<file path="config.mk">
export PLATFORM = sky130hd
export DESIGN_NAME = fsp_status_word
export DESIGN_NICKNAME = d
export VERILOG_FILES = /design/src/fsp_pkg.sv /design/src/fsp_range_decode.sv /design/src/fsp_status_word.sv
export VERILOG_INCLUDE_DIRS = /design/src /design/src/src
export SDC_FILE = /design/constraint.sdc
export NUM_CORES = 1
export LEC_CHECK = 0
export ABC_AREA = 1
export BUFFER_PORTS_ARGS = -buffer_cell sky130_fd_sc_hd__buf_2
export CORE_MARGIN = 5
export CORE_UTILIZATION = 25
export DETAILED_ROUTE_END_ITERATION = 12
export PLACE_DENSITY = 0.54
export SLEW_MARGIN = 20
export SYNTH_ARGS = -nofsm -noshare
export SYNTH_HDL_FRONTEND = slang
export SYNTH_SLANG_ARGS = --single-unit
</file>
<file path="constraint.sdc">
create_clock -name core_clk -period 3.9 [get_ports core_clk]
set_clock_uncertainty 0.15 [all_clocks]
set_input_delay 0.585 -clock core_clk [delete_from_list [all_inputs] [get_ports core_clk]]
set_output_delay 0.585 -clock core_clk [all_outputs]
set_load 0.02 [all_outputs]
</file>
<file path="src/fsp_defines.svh">
// Constants of the flash status word and protection logic.
// Assumes inclusion by bare name from the design files.
`ifndef FSP_DEFINES_SVH
`define FSP_DEFINES_SVH
`define FSP_BIT_BUSY 0
`define FSP_BIT_WLATCH 1
`define FSP_BIT_SEL_LO 2
`define FSP_BIT_SEL_HI 6
`define FSP_BIT_LOCK_LO 7
`define FSP_BIT_LOCK_HI 8
`define FSP_BIT_FOUR_LANE 9
`define FSP_BIT_SEC_LOCK 10
`define FSP_BIT_FAST 13
`define FSP_BIT_INVERT 14
`define FSP_BIT_SUSP 15
`define FSP_STATUS_RESET 16'h0000
`define FSP_WRITABLE_MASK 16'h47FC
`define FSP_ADDR_TOP 20'hFFFFF
`define FSP_OP_CYCLES 16'h0010
`endif

</file>
<file path="src/fsp_pkg.sv">
// Types shared by the flash status and protection design.
// Assumes the defines header is on the include path.
package fsp_pkg;
   typedef enum logic [3:0] {
      FSP_CMD_NONE,
      FSP_CMD_WRITE_ENABLE_CMD,
      FSP_CMD_WRDI,
      FSP_CMD_STATUS_WRITE_CMD,
      FSP_CMD_PROG,
      FSP_CMD_SERASE,
      FSP_CMD_BERASE,
      FSP_CMD_CERASE,
      FSP_CMD_SUSPEND,
      FSP_CMD_RESUME,
      FSP_CMD_FAST_ON,
      FSP_CMD_FAST_OFF
   } fsp_cmd_type;
   typedef struct packed {
      fsp_cmd_type op;
      logic [19:0] addr;
      logic [15:0] data;
   } fsp_req_type;
   typedef struct packed {
      logic accepted;
      logic rejected;
   } fsp_ans_type;
   typedef struct packed {
      logic [19:0] lo;
      logic [19:0] hi;
      logic any;
   } fsp_range_type;
endpackage

</file>
<file path="src/fsp_range_decode.sv">
// Decodes protect selection and invert bit into a protected address range.
// Combinational leaf used by the status word block.
`timescale 1ns/100ps
module fsp_range_decode
   import fsp_pkg::*;
(
   // Status fields
   input wire logic [4:0] protSel,
   input wire logic rangeInvert,
   // Decoded range
   output fsp_pkg::fsp_range_type range
);
   `include "fsp_defines.svh"

   function automatic fsp_range_type mk(input logic [19:0] lo, input logic [19:0] hi,
      input logic any);
      fsp_range_type r;
      r.lo = lo;
      r.hi = hi;
      r.any = any;
      return r;
   endfunction

   always_comb
   begin
      range = mk(20'h00000, 20'h00000, 1'b0);
      if (protSel[2:0] == 3'h0)
         range = mk(20'h00000, `FSP_ADDR_TOP, rangeInvert);
      else if (protSel[2:1] == 2'h3 || (protSel[2:0] == 3'h5 && !protSel[4]))
         range = mk(20'h00000, `FSP_ADDR_TOP, !rangeInvert);
      else if (!protSel[4])
      begin
         // Block granular: upper (sel3=0) or lower portion
         unique case ({protSel[3], protSel[2:0]})
            4'h1: range = rangeInvert ? mk(20'h00000, 20'hEFFFF, 1'b1)
                                      : mk(20'hF0000, `FSP_ADDR_TOP, 1'b1);
            4'h2: range = rangeInvert ? mk(20'h00000, 20'hDFFFF, 1'b1)
                                      : mk(20'hE0000, `FSP_ADDR_TOP, 1'b1);
            4'h3: range = rangeInvert ? mk(20'h00000, 20'hBFFFF, 1'b1)
                                      : mk(20'hC0000, `FSP_ADDR_TOP, 1'b1);
            4'h4: range = rangeInvert ? mk(20'h00000, 20'h7FFFF, 1'b1)
                                      : mk(20'h80000, `FSP_ADDR_TOP, 1'b1);
            4'h9: range = rangeInvert ? mk(20'h10000, `FSP_ADDR_TOP, 1'b1)
                                      : mk(20'h00000, 20'h0FFFF, 1'b1);
            4'hA: range = rangeInvert ? mk(20'h20000, `FSP_ADDR_TOP, 1'b1)
                                      : mk(20'h00000, 20'h1FFFF, 1'b1);
            4'hB: range = rangeInvert ? mk(20'h40000, `FSP_ADDR_TOP, 1'b1)
                                      : mk(20'h00000, 20'h3FFFF, 1'b1);
            4'hC: range = rangeInvert ? mk(20'h80000, `FSP_ADDR_TOP, 1'b1)
                                      : mk(20'h00000, 20'h7FFFF, 1'b1);
            default: range = mk(20'h00000, 20'h00000, 1'b0);
         endcase
      end
      else
      begin
         // Sector granular: top (sel3=0) or bottom 4KB to 32KB
         unique case ({protSel[3], protSel[2:0]})
            4'h1: range = rangeInvert ? mk(20'h00000, 20'hFEFFF, 1'b1)
                                      : mk(20'hFF000, `FSP_ADDR_TOP, 1'b1);
            4'h2: range = rangeInvert ? mk(20'h00000, 20'hFDFFF, 1'b1)
                                      : mk(20'hFE000, `FSP_ADDR_TOP, 1'b1);
            4'h3: range = rangeInvert ? mk(20'h00000, 20'hFBFFF, 1'b1)
                                      : mk(20'hFC000, `FSP_ADDR_TOP, 1'b1);
            4'h4, 4'h5: range = rangeInvert ? mk(20'h00000, 20'hF7FFF, 1'b1)
                                            : mk(20'hF8000, `FSP_ADDR_TOP, 1'b1);
            4'h9: range = rangeInvert ? mk(20'h01000, `FSP_ADDR_TOP, 1'b1)
                                      : mk(20'h00000, 20'h00FFF, 1'b1);
            4'hA: range = rangeInvert ? mk(20'h02000, `FSP_ADDR_TOP, 1'b1)
                                      : mk(20'h00000, 20'h01FFF, 1'b1);
            4'hB: range = rangeInvert ? mk(20'h04000, `FSP_ADDR_TOP, 1'b1)
                                      : mk(20'h00000, 20'h03FFF, 1'b1);
            4'hC, 4'hD: range = rangeInvert ? mk(20'h08000, `FSP_ADDR_TOP, 1'b1)
                                            : mk(20'h00000, 20'h07FFF, 1'b1);
            default: range = mk(20'h00000, 20'h00000, 1'b0);
         endcase
      end
   end
endmodule

</file>
<file path="src/fsp_status_word.sv">
// Status word, write latch and write protection of a serial flash.
// Assumes decoded, byte-aligned commands arrive as one-cycle pulses.
`timescale 1ns/100ps
module fsp_status_word
   import fsp_pkg::*;
(
   // Clock and reset
   input wire logic core_clk,
   input wire logic resetn,
   input wire logic clkEn,
   // Command side
   input wire logic reqValid,
   input fsp_pkg::fsp_req_type req,
   input wire logic protectPinN,
   // Status outputs
   output logic [15:0] statusWord,
   output fsp_pkg::fsp_ans_type answer,
   output logic fourLanePins,
   output logic securityReadOnly,
   output logic arrayOpStart
);
   import fsp_pkg::*;
   `include "fsp_defines.svh"

   typedef enum logic [1:0] {
      FSP_IDLE,
      FSP_BUSY
   } fsp_state_type;

   ////////////////////////////////////////////////////////////////////////////
   // Protection decode

   logic [15:0] statusWord_r;
   logic [15:0] statusWord_nxt;
   fsp_range_type range;

   fsp_range_decode uDecode (
      .protSel(statusWord_r[`FSP_BIT_SEL_HI:`FSP_BIT_SEL_LO]),
      .rangeInvert(statusWord_r[`FSP_BIT_INVERT]),
      .range(range)
   );

   function automatic logic in_range(input fsp_range_type r, input logic [19:0] a);
      return r.any && a >= r.lo && a <= r.hi;
   endfunction

   ////////////////////////////////////////////////////////////////////////////
   // State

   fsp_state_type state_r;
   fsp_state_type state_nxt;
   logic [15:0] opCount_r;
   logic [15:0] opCount_nxt;
   fsp_ans_type answer_r;
   fsp_ans_type answer_nxt;
   logic arrayOpStart_r;
   logic arrayOpStart_nxt;

   logic latchSet;
   logic lockModeHi;
   logic lockModeLo;
   logic statusWriteOk;
   logic pinHigh;
   logic chipEraseOk;
   logic [15:0] wrMask;
   logic [15:0] wrData;

   always_comb
   begin
      latchSet = statusWord_r[`FSP_BIT_WLATCH];
      lockModeHi = statusWord_r[`FSP_BIT_LOCK_HI];
      lockModeLo = statusWord_r[`FSP_BIT_LOCK_LO];
      // Pin carries data once four lanes are on, so it cannot lock then
      pinHigh = protectPinN || fourLanePins;
      // Status write permission by lock mode and protect pin
      unique case ({lockModeHi, lockModeLo})
         2'b00: statusWriteOk = latchSet;
         2'b01: statusWriteOk = latchSet && pinHigh;
         2'b10: statusWriteOk = 1'b0;
         2'b11: statusWriteOk = 1'b0;
      endcase
      chipEraseOk = latchSet &&
         ((statusWord_r[4:2] == 3'h0 && !statusWord_r[`FSP_BIT_INVERT]) ||
          (statusWord_r[4:2] == 3'h7 && statusWord_r[`FSP_BIT_INVERT]));
      wrMask = `FSP_WRITABLE_MASK;
      wrData = (statusWord_r & ~wrMask) | (req.data & wrMask);
      // Security lock is sticky once set
      wrData[`FSP_BIT_SEC_LOCK] = statusWord_r[`FSP_BIT_SEC_LOCK] |
         req.data[`FSP_BIT_SEC_LOCK];
   end

   always_comb
   begin
      statusWord_nxt = statusWord_r;
      state_nxt = state_r;
      opCount_nxt = opCount_r;
      answer_nxt = '0;
      arrayOpStart_nxt = 1'b0;
      unique case (state_r)
         FSP_IDLE:
         begin
            if (reqValid)
            begin
               unique case (req.op)
                  FSP_CMD_WRITE_ENABLE_CMD: statusWord_nxt[`FSP_BIT_WLATCH] = 1'b1;
                  FSP_CMD_WRDI: statusWord_nxt[`FSP_BIT_WLATCH] = 1'b0;
                  FSP_CMD_STATUS_WRITE_CMD:
                  begin
                     if (statusWriteOk)
                     begin
                        statusWord_nxt = wrData;
                        statusWord_nxt[`FSP_BIT_WLATCH] = 1'b0;
                        statusWord_nxt[`FSP_BIT_BUSY] = 1'b1;
                        state_nxt = FSP_BUSY;
                        opCount_nxt = `FSP_OP_CYCLES;
                     end
                     answer_nxt.accepted = statusWriteOk;
                     answer_nxt.rejected = !statusWriteOk;
                  end
                  FSP_CMD_PROG, FSP_CMD_SERASE, FSP_CMD_BERASE, FSP_CMD_CERASE:
                  begin
                     if ((req.op == FSP_CMD_CERASE) ? chipEraseOk
                         : (latchSet && !in_range(range, req.addr)))
                     begin
                        statusWord_nxt[`FSP_BIT_WLATCH] = 1'b0;
                        statusWord_nxt[`FSP_BIT_BUSY] = 1'b1;
                        state_nxt = FSP_BUSY;
                        opCount_nxt = `FSP_OP_CYCLES;
                        arrayOpStart_nxt = 1'b1;
                        answer_nxt.accepted = 1'b1;
                     end
                     else
                        answer_nxt.rejected = 1'b1;
                  end
                  FSP_CMD_RESUME: statusWord_nxt[`FSP_BIT_SUSP] = 1'b0;
                  FSP_CMD_FAST_ON: statusWord_nxt[`FSP_BIT_FAST] = 1'b1;
                  FSP_CMD_FAST_OFF: statusWord_nxt[`FSP_BIT_FAST] = 1'b0;
                  default: ;
               endcase
            end
         end
         FSP_BUSY:
         begin
            if (reqValid && req.op == FSP_CMD_SUSPEND)
            begin
               statusWord_nxt[`FSP_BIT_SUSP] = 1'b1;
               statusWord_nxt[`FSP_BIT_BUSY] = 1'b0;
               state_nxt = FSP_IDLE;
            end
            else if (opCount_r == 16'h0001)
            begin
               statusWord_nxt[`FSP_BIT_BUSY] = 1'b0;
               state_nxt = FSP_IDLE;
               opCount_nxt = 16'h0000;
            end
            else
               opCount_nxt = opCount_r - 16'h0001;
            if (reqValid && req.op != FSP_CMD_SUSPEND)
               answer_nxt.rejected = 1'b1;
         end
      endcase
   end

   always_ff @(posedge core_clk or negedge resetn)
   begin
      if (!resetn)
      begin
         statusWord_r <= `FSP_STATUS_RESET;
         state_r <= FSP_IDLE;
         opCount_r <= 16'h0000;
         answer_r <= '0;
         arrayOpStart_r <= 1'b0;
      end
      else if (clkEn)
      begin
         statusWord_r <= statusWord_nxt;
         state_r <= state_nxt;
         opCount_r <= opCount_nxt;
         answer_r <= answer_nxt;
         arrayOpStart_r <= arrayOpStart_nxt;
      end
   end

   ////////////////////////////////////////////////////////////////////////////
   // Outputs

   assign statusWord = statusWord_r;
   assign answer = answer_r;
   assign fourLanePins = statusWord_r[`FSP_BIT_FOUR_LANE];
   assign securityReadOnly = statusWord_r[`FSP_BIT_SEC_LOCK];
   assign arrayOpStart = arrayOpStart_r;
endmodule

</file>
## Word level (Yosys, flattened, before mapping)

Index checks and enable logic that the tools add are counted.

- Bits in registers: 37
- Input bits: 45
- Output and inout bits: 21
- Logic and storage cells: 147

- Add/subtract/negate cells: 1
- $lt $le $gt $ge: 2
- Equality and inequality tests: 40
- Muxes and demuxes: 60
- Bitwise gates (word level): 2
- Reductions and logical operators: 32

Operator list:

| operator | number |
|---|---|
| case mux 41 bit (8 select lines) | 2 |
| 2-to-1 mux 41 bit | 12 |
| 2-to-1 mux 16 bit | 7 |
| case mux 16 bit (2 select lines) | 2 |
| 2-to-1 mux 40 bit | 1 |
| 2-to-1 mux 39 bit | 1 |
| 2-to-1 mux 38 bit | 1 |
| 2-to-1 mux 37 bit | 1 |
| == test 4 bit (second input constant) | 9 |
| 2-to-1 mux 36 bit | 1 |
| 2-to-1 mux 35 bit | 1 |
| 2-to-1 mux 34 bit | 1 |
| == test 4 x 3 -> 1 bit (second input constant) | 6 |
| >= comparator 20 bit | 1 |
| <= comparator 20 bit | 1 |
| AND reduction 6 bit | 3 |
| == test 16 x 1 -> 1 bit (second input constant) | 1 |
| == test 4 x 2 -> 1 bit (second input constant) | 4 |
| bitwise OR 16 x 15 -> 16 bit | 1 |
| subtractor 16 x 1 -> 16 bit (second input constant) | 1 |
| AND reduction 5 bit | 3 |
| 2-to-1 mux 1 bit | 12 |
| 2-to-1 mux 2 bit | 6 |
| case mux 2 bit (2 select lines) | 3 |
| other kinds (22) | 56 |

## Logic depth before layout (Yosys ltp)

- Word-level depth: 16
- Gate-level depth with buffers: 28

## Hierarchy

Synthesis repeated with hierarchy kept, for this count alone.

- Cells, all modules: 588
- Area, all modules: 3866.2 um^2

Modules (own cells, without submodules):

| module | instances | cells an instance | area each (um^2) | seq. area each (um^2) |
|---|---|---|---|---|
| fsp_status_word | 1 | 462 | 3204.3 | 850.8 |
| fsp_range_decode | 1 | 126 | 661.9 | 0.0 |

## Worst setup path before layout

OpenSTA, ideal clock, no wires.

- Path kind: register -> register
- From: reg statusWord_r[4] (netlist: statusWord[4])
- To: reg opCount_r[0]
- Setup time: 0.117 ns
- Arrival: 3.058 ns
- Setup slack: 0.575 ns
- Cell stages (with the launch flop): 26
- Path buffers: 1
- Period minus slack after synthesis: 3.325 ns
- Path through: dfrtp_1 -> inv_1 -> nand3_1 -> nor2_1 -> nor2_1 -> nor2_1 -> clkinv_1 -> nand3_1 -> nor3_2 -> o211ai_1 -> nor2_1 -> ha_1 -> nand2_1 -> nor2_1 -> nand2_1 -> nor2_1 -> nand2_1 -> nand3_1 -> nand2_1 -> nand3_1 -> nand2_2 -> nand3_4 -> nand3_4 -> buf_6 -> nand2_1 -> nand2_1

- Word-level cells in the longest chain between the ends: 14
- Elaborated cells between the ends (all ways): 36
- Those cells by class: 2 x order compare; 14 x eq/ne; 6 x mux; 14 x reduce/logical

RTL lines:

| item | RTL line | text |
|---|---|---|
| start: declaration | fsp_status_word.sv:33 | `logic [15:0] statusWord_r;` |
| start signal: assignment | fsp_status_word.sv:168 | `` statusWord_r <= `FSP_STATUS_RESET; `` |
| start signal: assignment | fsp_status_word.sv:176 | `statusWord_r <= statusWord_nxt;` |
| == test 4 bit (tied with other cells) | fsp_range_decode.sv:34, fsp_range_decode.sv:57 |  |
| OR reduction 2 bit | fsp_range_decode.sv:57 | `unique case ({protSel[3], protSel[2:0]})` |
| case mux 41 bit (8 select lines) | fsp_range_decode.sv:57 |  |
| 2-to-1 mux 41 bit | fsp_range_decode.sv:31 | `else if (!protSel[4])` |
| 2-to-1 mux 41 bit | fsp_range_decode.sv:29 | `else if (protSel[2:1] == 2'h3 \|\| (protSel[2:0] == 3'h5 && !protSel[4]))` |
| 2-to-1 mux 41 bit | fsp_range_decode.sv:27 | `if (protSel[2:0] == 3'h0)` |
| >= comparator 20 bit | fsp_status_word.sv:44 | `return r.any && a >= r.lo && a <= r.hi;` |
| logical AND 1 bit (2 in a row) | fsp_status_word.sv:44 |  |
| zero test 1 bit | fsp_status_word.sv:123 | `: (latchSet && !in_range(range, req.addr)))` |
| logical AND 1 bit | fsp_status_word.sv:123 |  |
| 2-to-1 mux 1 bit (*) | fsp_status_word.sv:122 | `if ((req.op == FSP_CMD_CERASE) ? chipEraseOk` |
| != test 3 bit (no source line) (*) | -- |  |
| AND reduction 6 bit (no source line) (*) | -- |  |
| end signal: assignment | fsp_status_word.sv:178 | `opCount_r <= opCount_nxt;` |
| end: declaration | fsp_status_word.sv:52 | `logic [15:0] opCount_r;` |

Mark *: on every way between the ends. The rest lies on a longest branch, timed or not.
A chain may end at the register's enable or synchronous reset.

## Final worst setup path

- From: reg statusWord_r[4] (netlist: statusWord[4])
- To: reg opCount_r[2]

Same word-level chain as after synthesis.

==> metrics.txt <==
via count 3,272; Synth top area share 0.2601; DR pass1 iterations 4; maximum vdd drop 0.2016 mV; Slew Limit Headroom 0.4094; Final Wtd Congestion 0.8105; Cell Pwr Density 456.9 mW/mm²; H-Tree Depth 2; pre-CTS setup slack 0.2651 ns; clock share of power 0.221; first-pass GRT wire length 14,710 µm; Mapped Cells 493; CP max stage delay 0.43 ns; Max Root-Sink Buffers 2; Die W 124.4 µm; Crit path arrival time 3.52 ns; gr ovfl total 0; DRT antenna net count 0; vias in the first global route 3,200; final setup vio count 0; total CTS buffers 5; antenna violations before repair 0; largest net degree at the start of global routing 35; crit path launch type register; commonest non-fill, non-tap cell in the layout nand2_1; root buf cell clkbuf_16; Final WS setup 0.3913 ns; crit path kind register to register; Final Hold Viols 0; Final Critical Period 3.509 ns; Final nets 635; synth top area cells dfrtp_1, nand2_1, ha_1; combinational power share 0.469; Fin Setup TNS 0 ns; Placement Cell Area 0.003739 mm²; Net Sw Frac 0.4312; area grow syn2layout 20.31%; CTS tree done; Critical Path RT 3.91 ns; Tcrit/Tclk final 0.8997; DRT Wirelength 8593 µm; Finished Layout Cells 733; unrepaired setup endpoints after global routing yes; Syn. warnings 0; clk sinks 34; maxcap violations 0; crit-path cells inv_2 > nand3_1 > nor2_1 > nor2_1 > nor2_1 > clkinv_1 > nand3_1 > nor3_2 > o211ai_1 > nor2_1 > ha_1 > nand2_1 > nor2_2 > nand2_1 > nor2_1 > nand3_1 > nand2_1 > nand3_1 > nand2_2 > nand3_4 > buf_4 > nand4_1 > nand2_1; outcome completed; wire per inst 11.72 µm; row count 41; gr usage total 0.1100; CP top delay family simple AND/OR/NAND/NOR gates; vias per inst 4.464; HP Class primary input to async pin; leakage power 2.072 nW; share of cells above drive strength 1 0.1836; Inserted Diodes 0; full die area 0.01547 mm²; Worst-Skew Late Latency 0.28 ns; Iteration-0 DRC Markers 153; HPWL after DPL 6961 µm; Finished Cell Area 0.003935 mm²; average size of a mapped cell 6.634 µm²; leading area contributor after synthesis dfrtp_1; WP buf/inv 3; CP max stage cell dfrtp_2; Netlist Area Pre-Place 0.003271 mm²; Pins Over Slew Limit 0; Seq pwr share 0.309; Max Fclk 285.0 MHz; most frequent cells in the layout nand2_1, nor2_1, buf_2; Primary FF master, synth dfrtp_1; count of input and output buffers 57; Post-synth EDFFs 0; DP Cell Count 722; Internal 0.001023 W; Yosys cell types 40; Total Power 0.001798 W; Net Sw Power 0.0007753 W; clock transition at the registers of the reported paths 0.05 ns; CP endpoint kind register; Critical Path Fanout Max 5; Seq/Total Area, Yosys 0.2601; boundary pin count 66; Crit path top cell by count nor2_1; DRC viols 0; Core ar. 0.01272 mm²; Initial Util 0.2571; Die Y 124.4 µm; Tightest Pin Transition 0.8838 ns; #FFs+latches synth 34; ys async rst share 1.000
synthesized netlist by cell type, types with 8 or more instances:
library cell	count
buf_4	11
xor2_1	8
a21oi_1	24
dfrtp_1	34
nand3_1	23
inv_1	57
nor2_1	85
nand2_1	128
ha_1	30
o21ai_0	15
nand4_1	20
state kept, by name, indices dropped and copies added, names as in the netlist:
| signal | cells |
|---|---|
| opCount_r | 16 |
| answer | 2 |
| arrayOpStart | 1 |
| state_r | 1 |
| statusWord | 14 |
worst reg2reg max path, stage by stage, from the launching register on:
cell	delay, ns
dfrtp_2	0.43
inv_2	0.11
nand3_1	0.13
nor2_1	0.14
nor2_1	0.08
nor2_1	0.14
clkinv_1	0.11
nand3_1	0.12
nor3_2	0.06
o211ai_1	0.28
nor2_1	0.07
ha_1	0.29
nand2_1	0.08
nor2_2	0.14
nand2_1	0.08
nor2_1	0.13
nand3_1	0.08
nand2_1	0.08
nand3_1	0.08
nand2_2	0.13
nand3_4	0.14
buf_4	0.19
nand4_1	0.07
nand2_1	0.08
stage by stage:
stage	util	hold WS (ns)
after floorplan	-	0.1394
after detailed placement	0.2939	0.3203
after global routing	0.3093	0.3221
after CTS	0.3055	0.2803
final	0.3093	0.2482
after global placement	0.2939	0.3040
cell type report:
type / count / area [µm²]
Multi-Input combinational cell: 392 / 2137
Sequential cell: 34 / 853.3
Tap cell: 172 / 215.2
Timing Repair Buffer: 65 / 349.1
Fill cell: 1454 / 8787
Clock buffer: 7 / 142.6
Clock inverter: 1 / 5.005
Inverter: 62 / 232.7
per-layer routing:
layer  vias to the layer above  global-route usage  wire length [µm]
met1                      1495              0.1346              3828
met3                         8             0.02358               350
met5                         -                   0                 0
li1                       1702                   -                 -
met2                        67              0.1934              4279
met4                         0             0.03224               135
worst paths after layout:
path	from	end	slack, ns	cells past startpoint
min in group core_clk	statusWord[0]	statusWord[0]	0.33	2
max	statusWord[4]	opCount_r[2]	0.39	23
min reg2reg	statusWord[0]	statusWord[0]	0.33	2
max in group asynchronous	resetn	statusWord[3]	2.81	1
min	resetn	opCount_r[11]	0.25	1
max reg2reg	statusWord[4]	opCount_r[2]	0.39	23
power by group through the flow:
stage               Combinational (W)  Clock, W  Sequential, W
finish                       0.000844  0.000398       0.000556
global route                 0.000969  0.000428       0.000573
CTS                          0.000837  0.000413       0.000559
detailed placement           0.000832         0       0.000564
global placement             0.000821         0       0.000562
floorplan                    0.000701         0       0.000533
timing repair:
item                                    in CTS  in global routing
gates resized for setup                      0                 10
setup buffers                                0                  2
hold buffers                                 0                  0
endpoints found under the setup margin       0                 16
logic make-up after synthesis:
| logic type | after synthesis | share of synthesized area |
|---|---|---|
| AND/OR/NAND/NOR | 280 | 0.3734 |
| buffers and inverters | 80 | 0.1086 |
| AO/OA/AOI/OAI | 53 | 0.1025 |
| flip-flops | 34 | 0.2601 |
| adder cells (fa/ha/maj) | 30 | 0.1148 |
| XOR/XNOR | 13 | 0.03481 |
| other | 2 | 0.002296 |
| multiplexers | 1 | 0.003443 |
Power figures use the tool's default switching activity.
